===== src/common/spl_pkg.sv =====
package spl_pkg;

  // ----------------------------------------
  // Address and data layout
  // ----------------------------------------
  localparam int SPL_WIDTH = 16;
  localparam logic [15:0] SPL_FLOOR_ADDR = 16'h0800;
  localparam logic [15:0] SPL_WORD_STEP = 16'h0002;
  localparam logic [15:0] SPL_SP_RESET = 16'h0800;
  localparam logic [7:0] SPL_ZERO_BYTE = 8'h00;
  localparam int SPL_PC_HI_BITS = 7;
  localparam int SPL_ALIGN_BIT = 0;

  // ----------------------------------------
  // Request kinds
  // ----------------------------------------
  typedef enum logic [2:0] {
    SPL_OP_PUSH,
    SPL_OP_PUSH_CALL_HI,
    SPL_OP_PUSH_EXC_HI,
    SPL_OP_POP,
    SPL_OP_EA
  } spl_kind_t;

  // ----------------------------------------
  // Carriers
  // ----------------------------------------
  typedef struct packed {
    logic valid;
    spl_kind_t kind;
    logic [15:0] data;
    logic [15:0] ea;
    logic [7:0] status_low_byte;
  } spl_req_t;

  typedef struct packed {
    logic valid;
    logic [15:0] data;
  } spl_wr_t;

  typedef struct packed {
    logic rd;
    logic wr;
    logic [15:0] addr;
    logic [15:0] wdata;
  } spl_mem_t;

endpackage


===== src/hdl/spl_addr_check.sv =====
`timescale 1ns/1ps
module spl_addr_check (
  input wire logic [15:0] addr_in,  // Address formed through the stack pointer
  input wire logic [15:0] limit_in, // Stack limit, bit 0 already clear
  output logic over_out,            // Address beyond the limit
  output logic under_out            // Address below the floor
);

  // ----------------------------------------
  // Limit and floor compare
  // ----------------------------------------
  always_comb begin
    over_out = (addr_in > limit_in);
    under_out = (addr_in < spl_pkg::SPL_FLOOR_ADDR);
  end

endmodule


===== src/hdl/spl_stack_check.sv =====
`timescale 1ns/1ps
// Behaviour
// - Pointer holds first free word, grows upward
// - Pop pre-decrements, push post-increments
// - Call pushes PC high part zero-extended
// - Exception push places status low byte high
// - Limit register has no reset value
// - Limit bit 0 reads and acts zero
// - Every pointer-based address checked against limit
// - Push at limit passes, next push traps
// - Address below floor raises underflow trap
module spl_stack_check (
  input wire logic clk_sys_in,                 // Core clock, 100 MHz
  input wire logic reset_in,                   // Synchronous reset, active high
  input wire spl_pkg::spl_req_t req_in,        // Stack request from address generation
  input wire spl_pkg::spl_wr_t sp_wr_in,       // Direct write of the stack pointer
  input wire spl_pkg::spl_wr_t limit_wr_in,    // Write of the stack limit
  output spl_pkg::spl_mem_t mem_out,           // Data memory access for push or pop
  output logic [15:0] sp_out,                  // Current stack pointer
  output logic stack_err_out,                  // Stack error trap request
  output logic overflow_out,                   // Trap cause: beyond limit
  output logic underflow_out                   // Trap cause: below floor
);

  // ----------------------------------------
  // Helpers
  // ----------------------------------------
  function automatic logic [15:0] spl_step(input logic [15:0] sp, input logic up);
    spl_step = up ? 16'(sp + spl_pkg::SPL_WORD_STEP) : 16'(sp - spl_pkg::SPL_WORD_STEP);
  endfunction

  function automatic logic [15:0] spl_align(input logic [15:0] v);
    spl_align = {v[15:1], 1'b0};
  endfunction

  // ----------------------------------------
  // State
  // ----------------------------------------
  logic [15:0] sp_reg;
  logic [15:0] limit_reg;
  spl_pkg::spl_mem_t mem_reg;
  logic err_reg;
  logic over_reg;
  logic under_reg;

  logic is_push;
  logic is_pop;
  logic [15:0] chk_addr;
  logic [15:0] push_data;
  logic over_c;
  logic under_c;
  logic bad_c;

  // ----------------------------------------
  // Request decode
  // ----------------------------------------
  always_comb begin
    is_push = req_in.valid && (req_in.kind == spl_pkg::SPL_OP_PUSH ||
              req_in.kind == spl_pkg::SPL_OP_PUSH_CALL_HI || req_in.kind == spl_pkg::SPL_OP_PUSH_EXC_HI);
    is_pop = req_in.valid && (req_in.kind == spl_pkg::SPL_OP_POP);
    case (req_in.kind)
      spl_pkg::SPL_OP_POP: chk_addr = spl_step(sp_reg, 1'b0);
      spl_pkg::SPL_OP_EA: chk_addr = req_in.ea;
      default: chk_addr = sp_reg;
    endcase
  end

  always_comb begin
    case (req_in.kind)
      spl_pkg::SPL_OP_PUSH_CALL_HI:
        push_data = {spl_pkg::SPL_ZERO_BYTE, 1'b0, req_in.data[spl_pkg::SPL_PC_HI_BITS-1:0]};
      spl_pkg::SPL_OP_PUSH_EXC_HI:
        push_data = {req_in.status_low_byte, 1'b0, req_in.data[spl_pkg::SPL_PC_HI_BITS-1:0]};
      default: push_data = req_in.data;
    endcase
  end

  // ----------------------------------------
  // Limit and floor check
  // ----------------------------------------
  spl_addr_check u_check (
    .addr_in(chk_addr),
    .limit_in(limit_reg),
    .over_out(over_c),
    .under_out(under_c)
  );

  // Push at sp == limit is not over; the following one is
  assign bad_c = req_in.valid && (over_c || under_c);

  // ----------------------------------------
  // Stack limit, no reset
  // ----------------------------------------
  // Takes effect the next cycle; a checked access in the same cycle sees the old value
  always_ff @(posedge clk_sys_in) begin
    if (limit_wr_in.valid) begin
      limit_reg <= spl_align(limit_wr_in.data);
    end
  end

  // ----------------------------------------
  // Stack pointer
  // ----------------------------------------
  always_ff @(posedge clk_sys_in) begin
    if (reset_in) begin
      sp_reg <= spl_pkg::SPL_SP_RESET;
    end else if (sp_wr_in.valid) begin
      sp_reg <= spl_align(sp_wr_in.data);
    end else if (is_push && !bad_c) begin
      sp_reg <= spl_step(sp_reg, 1'b1);
    end else if (is_pop && !bad_c) begin
      sp_reg <= spl_step(sp_reg, 1'b0);
    end
  end

  // ----------------------------------------
  // Memory access
  // ----------------------------------------
  always_ff @(posedge clk_sys_in) begin
    if (reset_in) begin
      mem_reg <= '0;
    end else begin
      mem_reg.wr <= is_push && !bad_c;
      mem_reg.rd <= is_pop && !bad_c;
      mem_reg.addr <= chk_addr;
      mem_reg.wdata <= push_data;
    end
  end

  // ----------------------------------------
  // Trap request
  // ----------------------------------------
  always_ff @(posedge clk_sys_in) begin
    if (reset_in) begin
      err_reg <= 1'b0;
      over_reg <= 1'b0;
      under_reg <= 1'b0;
    end else begin
      err_reg <= bad_c;
      over_reg <= req_in.valid && over_c;
      under_reg <= req_in.valid && under_c;
    end
  end

  assign mem_out = mem_reg;
  assign sp_out = sp_reg;
  assign stack_err_out = err_reg;
  assign overflow_out = over_reg;
  assign underflow_out = under_reg;

  logic push_ok;
  logic pop_ok;
  assign push_ok = is_push && !bad_c && !sp_wr_in.valid;
  assign pop_ok = is_pop && !bad_c && !sp_wr_in.valid;
endmodule


===== config.mk =====
export PLATFORM = sky130hd
export DESIGN_NAME = spl_stack_check
export DESIGN_NICKNAME = d
export VERILOG_FILES = /design/src/common/spl_pkg.sv /design/src/hdl/spl_addr_check.sv /design/src/hdl/spl_stack_check.sv
export SDC_FILE = /design/constraint.sdc
export NUM_CORES = 1
export LEC_CHECK = 0
export ABC_CLOCK_PERIOD_IN_PS = 4100
export BUFFER_PORTS_ARGS = -buffer_cell sky130_fd_sc_hd__buf_2
export CORE_UTILIZATION = 47
export CTS_BUF_LIST = sky130_fd_sc_hd__clkbuf_8
export DETAILED_ROUTE_END_ITERATION = 10
export PLACE_DENSITY = 0.89
export SETUP_SLACK_MARGIN = 0.15
export SLEW_MARGIN = 5
export SYNTH_ARGS = -nofsm -noshare
export SYNTH_HDL_FRONTEND = slang
export SYNTH_SLANG_ARGS = --single-unit
export TNS_END_PERCENT = 50

===== constraint.sdc =====
create_clock -name clk_sys_in -period 4.1 [get_ports clk_sys_in]
set_input_delay 0.205 -clock clk_sys_in [delete_from_list [all_inputs] [get_ports clk_sys_in]]
set_output_delay 0.205 -clock clk_sys_in [all_outputs]
set_load 0.02 [all_outputs]

==> flow_summary_export.csv <==
group,metric,value,unit
sta,relSlewSlack,0.3310,
floorplanning,core_area,7767,µm²
sta,tightestPinTransition,1.004,ns
detailed_routing,vias,4078,
layout,nFillCells,660,
floorplanning,rows,32,
setup_path,path_depth,17,
floorplanning,io_pins,133,
sta,rsz0062_at_grt,"false",
layout,regArea,1493,µm²
logic_synthesis,ys_top_cells_by_area,"dfxtp_1 (27%), edfxtp_1 (12%), nor2_1 (5.4%), ha_1 (5.3%), a311oi_1 (3.2%)",
logic_synthesis,synth-edff-count,15,
logic_synthesis,synth-seq-cells,67,
clock_tree,clock-sinks,67,
logic_synthesis,synth_fp_nets,539,
grt,grt_max_degree,56,
logic_synthesis,syn-instance-count,443,
logic_synthesis,ys.flop_type,"dfxtp_1",
setup_path,crit_required,4.34,ns
setup_path,critPathSlowestCell,"or4_1",
pwr,ir_drop,0.2483,mV
clock_tree,cts_hold_buf,0,
pwr,p_leak,2.262,nW
clock_tree,h-tree-depth,3,
clock_tree,path_clk_slew,0.08,ns
setup_path,max_stage_delay,0.53,ns
layout,design_area,5055,µm²
sta,finalCriticalPeriod,3.913,ns
logic_synthesis,yosysWarnings,0,
sta,clock_skew,0.01217,ns
sta,finalSetupTns,0,ns
setup_path,reg2reg_depth,17,
layout,diodes,0,
floorplanning,die_y,91.78,µm
setup_path,reg2reg_setup_slack,0.19,ns
sta,finalCritPeriodShare,0.9544,
setup_path,cp_cell_sequence,"inv_1 -> ha_1 -> nor3b_4 -> nand2_1 -> buf_4 -> nand2_1 -> nand2_1 -> a221o_1 -> ha_1 -> a21oi_1 -> o21ai_0 -> nand2b_1 -> and3_4 -> a31oi_4 -> o22a_4 -> or4_1 -> a311oi_1",
detailed_routing,routedWlPerCell,16.38,µm
logic_synthesis,synthArstFlopShare,0,
detailed_routing,drc,0,
setup_path,start_kind,"flip-flop",
clock_tree,clockRootBuffer,"clkbuf_8",
layout,nNetsFinal,680,
setup_path,rr_endpoint,"sp_out[5]$_SDFFE_PP0P_",
logic_synthesis,synth_area_per_cell,8.552,µm²
outcome,outcome,"finished clean",
layout,largest_reg_flops,34,
setup_path,critical_path_buf_inv_count,2,
detailed_routing,ant_nets,0,
layout,multi_input_area,2228,µm²
flow_run,drv_cap,0,
pwr,powerDensity,363.6,nW/µm²
layout,area_growth,33.42,%
setup_path,crit_top_cell,"nand2_1",
logic_synthesis,ys_seq_area_frac,0.3937,
detailed_routing,wl,11320,µm
setup_path,critPathTopFamily,"simple AND/OR/NAND/NOR gates",
detailed_routing,via_per_inst,5.902,
placement,place_hpwl,8010,µm
grt,gr-total-overflow,0,
logic_synthesis,synth_top_cell_by_area,"dfxtp_1",
sta,fmax,0.2556,GHz
detailed_routing,drt_iter0_markers,301,
setup_path,arrival,4.15,ns
setup_path,cp-end-kind,"flip-flop",
setup_path,setup.worst_path.start,"sp_out[2]$_SDFFE_PP0P_",
min_path,hold_path.class,"in -> reg",
setup_path,worstSetupPathType,"reg -> reg",
grt,grtUsageTotal,0.2600,
clock_tree,clk_latency,0.35,ns
logic_synthesis,ys_types,66,
floorplanning,dieArea,8424,µm²
setup_path,r2r_start,"sp_out[2]$_SDFFE_PP0P_",
grt,grt_pass1_wl,17280,µm
logic_synthesis,synth_top_area_frac,0.2748,
grt,grt_pass1_vias,3674,
clock_tree,cts_tree,"built",
detailed_routing,first_pass_iters,5,
sta,finalSetupViolations,0,
setup_path,endpoint,"sp_out[5]$_SDFFE_PP0P_",
floorplanning,die_w,91.78,µm
setup_path,path_max_fanout,6,
placement,place.gp.congestion,0.9205,
logic_synthesis,synth_area,3789,µm²
floorplanning,initial_core_util,0.4878,
sta,report.final.hold_viol_count,0,
layout,drive_above_1_share,0.3582,
placement,io_buffers,129,
placement,placed_area,4598,µm²
clock_tree,clock_path_buffers,2,
clock_tree,cts_buffers,9,
grt,antenna_found_initial,0,
sta,slew_violations,0,
-- layout make-up --
class                   instances  share of cell area
clock buffers                  10             0.02723
repair buffers                164              0.1797
multi-input cells             318              0.4408
well taps                     102             0.02525
flip-flops and latches         67              0.2953
clock inverters                 6             0.01386
inverters                      24             0.01782
-- where the power goes --
group          switching, mW  internal (mW)
sequential            0.0241          0.722
clock                  0.272          0.303
combinational          0.299          0.218
-- cells in the final DEF, fill, tap and decap left out, drive strengths merged, types with 14 or more instances in the layout --
cell type / netlist / layout
a311oi: 14 / 14
nor2: 55 / 55
nand2: 28 / 28
a21oi: 21 / 21
ha: 16 / 16
buf: 10 / 164
inv: 24 / 27
nor2b: 18 / 18
edfxtp: 15 / 15
dfxtp: 52 / 52
-- worst min path at each step --
stage	start	to	slack, ns	cells past startpoint
CTS	limit_wr_in[7]	limit_reg[7]$_DFFE_PP_	0.009	1
global route	limit_wr_in[10]	limit_reg[10]$_DFFE_PP_	0.002	1
global placement	limit_wr_in[3]	limit_reg[3]$_DFFE_PP_	0.38	1
detailed placement	limit_wr_in[7]	limit_reg[7]$_DFFE_PP_	0.38	1
floorplan	limit_wr_in[10]	limit_reg[10]$_DFFE_PP_	0.30	0
finish	limit_wr_in[7]	limit_reg[7]$_DFFE_PP_	0.02	1
-- routing by layer --
metal,global-route usage,vias to the layer above,routed length (µm)
met5,0,-,0
met4,0.09896,0,332
met3,0.05638,34,956
met2,0.4474,229,5463
met1,0.3174,1891,4566
li1,-,1924,-
-- cell usage after synthesis, drive strengths merged (10+ instances only) --
master  count
ha         16
buf        10
nor2b      18
inv        24
a311oi     14
dfxtp      52
nor3       11
edfxtp     15
nor4       11
nand3      12
nor2       55
a21oi      21
or4        12
o31ai      11
o21ai      12
nand2      28
clkbuf     27
-- worst register-to-register path: cells and delay by family, from the launching register on --
kind,cells,cell delay (ns)
DFF,1,0.35
and+or+nand+nor,7,1.32
AOI/OAI and AO/OA,6,1.33
adders and majority gates,2,0.52
buffers and inverters,2,0.32
-- stage by stage --
step,hold slack [ns],util,power (mW),std cells,setup slack (ns)
final,0.02100,0.6508,1.838,691,0.1870
after global routing,0.002062,0.6508,1.921,691,0.07522
after CTS,0.008879,0.6229,1.784,682,0.1248
after detailed placement,0.3831,0.5920,1.202,665,0.03427
after global placement,0.3825,0.5920,1.184,665,0.2443
after floorplan,0.3039,-,1.045,443,0.1612
-- logic make-up after synthesis --
| logic type | count (synthesis) | share of synthesized area |
|---|---|---|
| buffers and inverters | 61 | 0.06968 |
| AND/OR/NAND/NOR | 182 | 0.2527 |
| multiplexers | 1 | 0.002642 |
| other | 1 | 0.0009898 |
| adder cells (fa/ha/maj) | 16 | 0.05284 |
| XOR/XNOR | 3 | 0.006937 |
| flip-flops | 67 | 0.3937 |
| AO/OA/AOI/OAI | 112 | 0.2206 |
-- repair_timing --
action,4_1_cts,5_1_grt
setup endpoints to repair,13,19
endpoints found under the hold margin,0,0
setup buffers,0,7
cloned,1,2
gates resized for setup,4,25
pin swaps,1,12
Note: power is estimated with default switching activity, not from simulation.
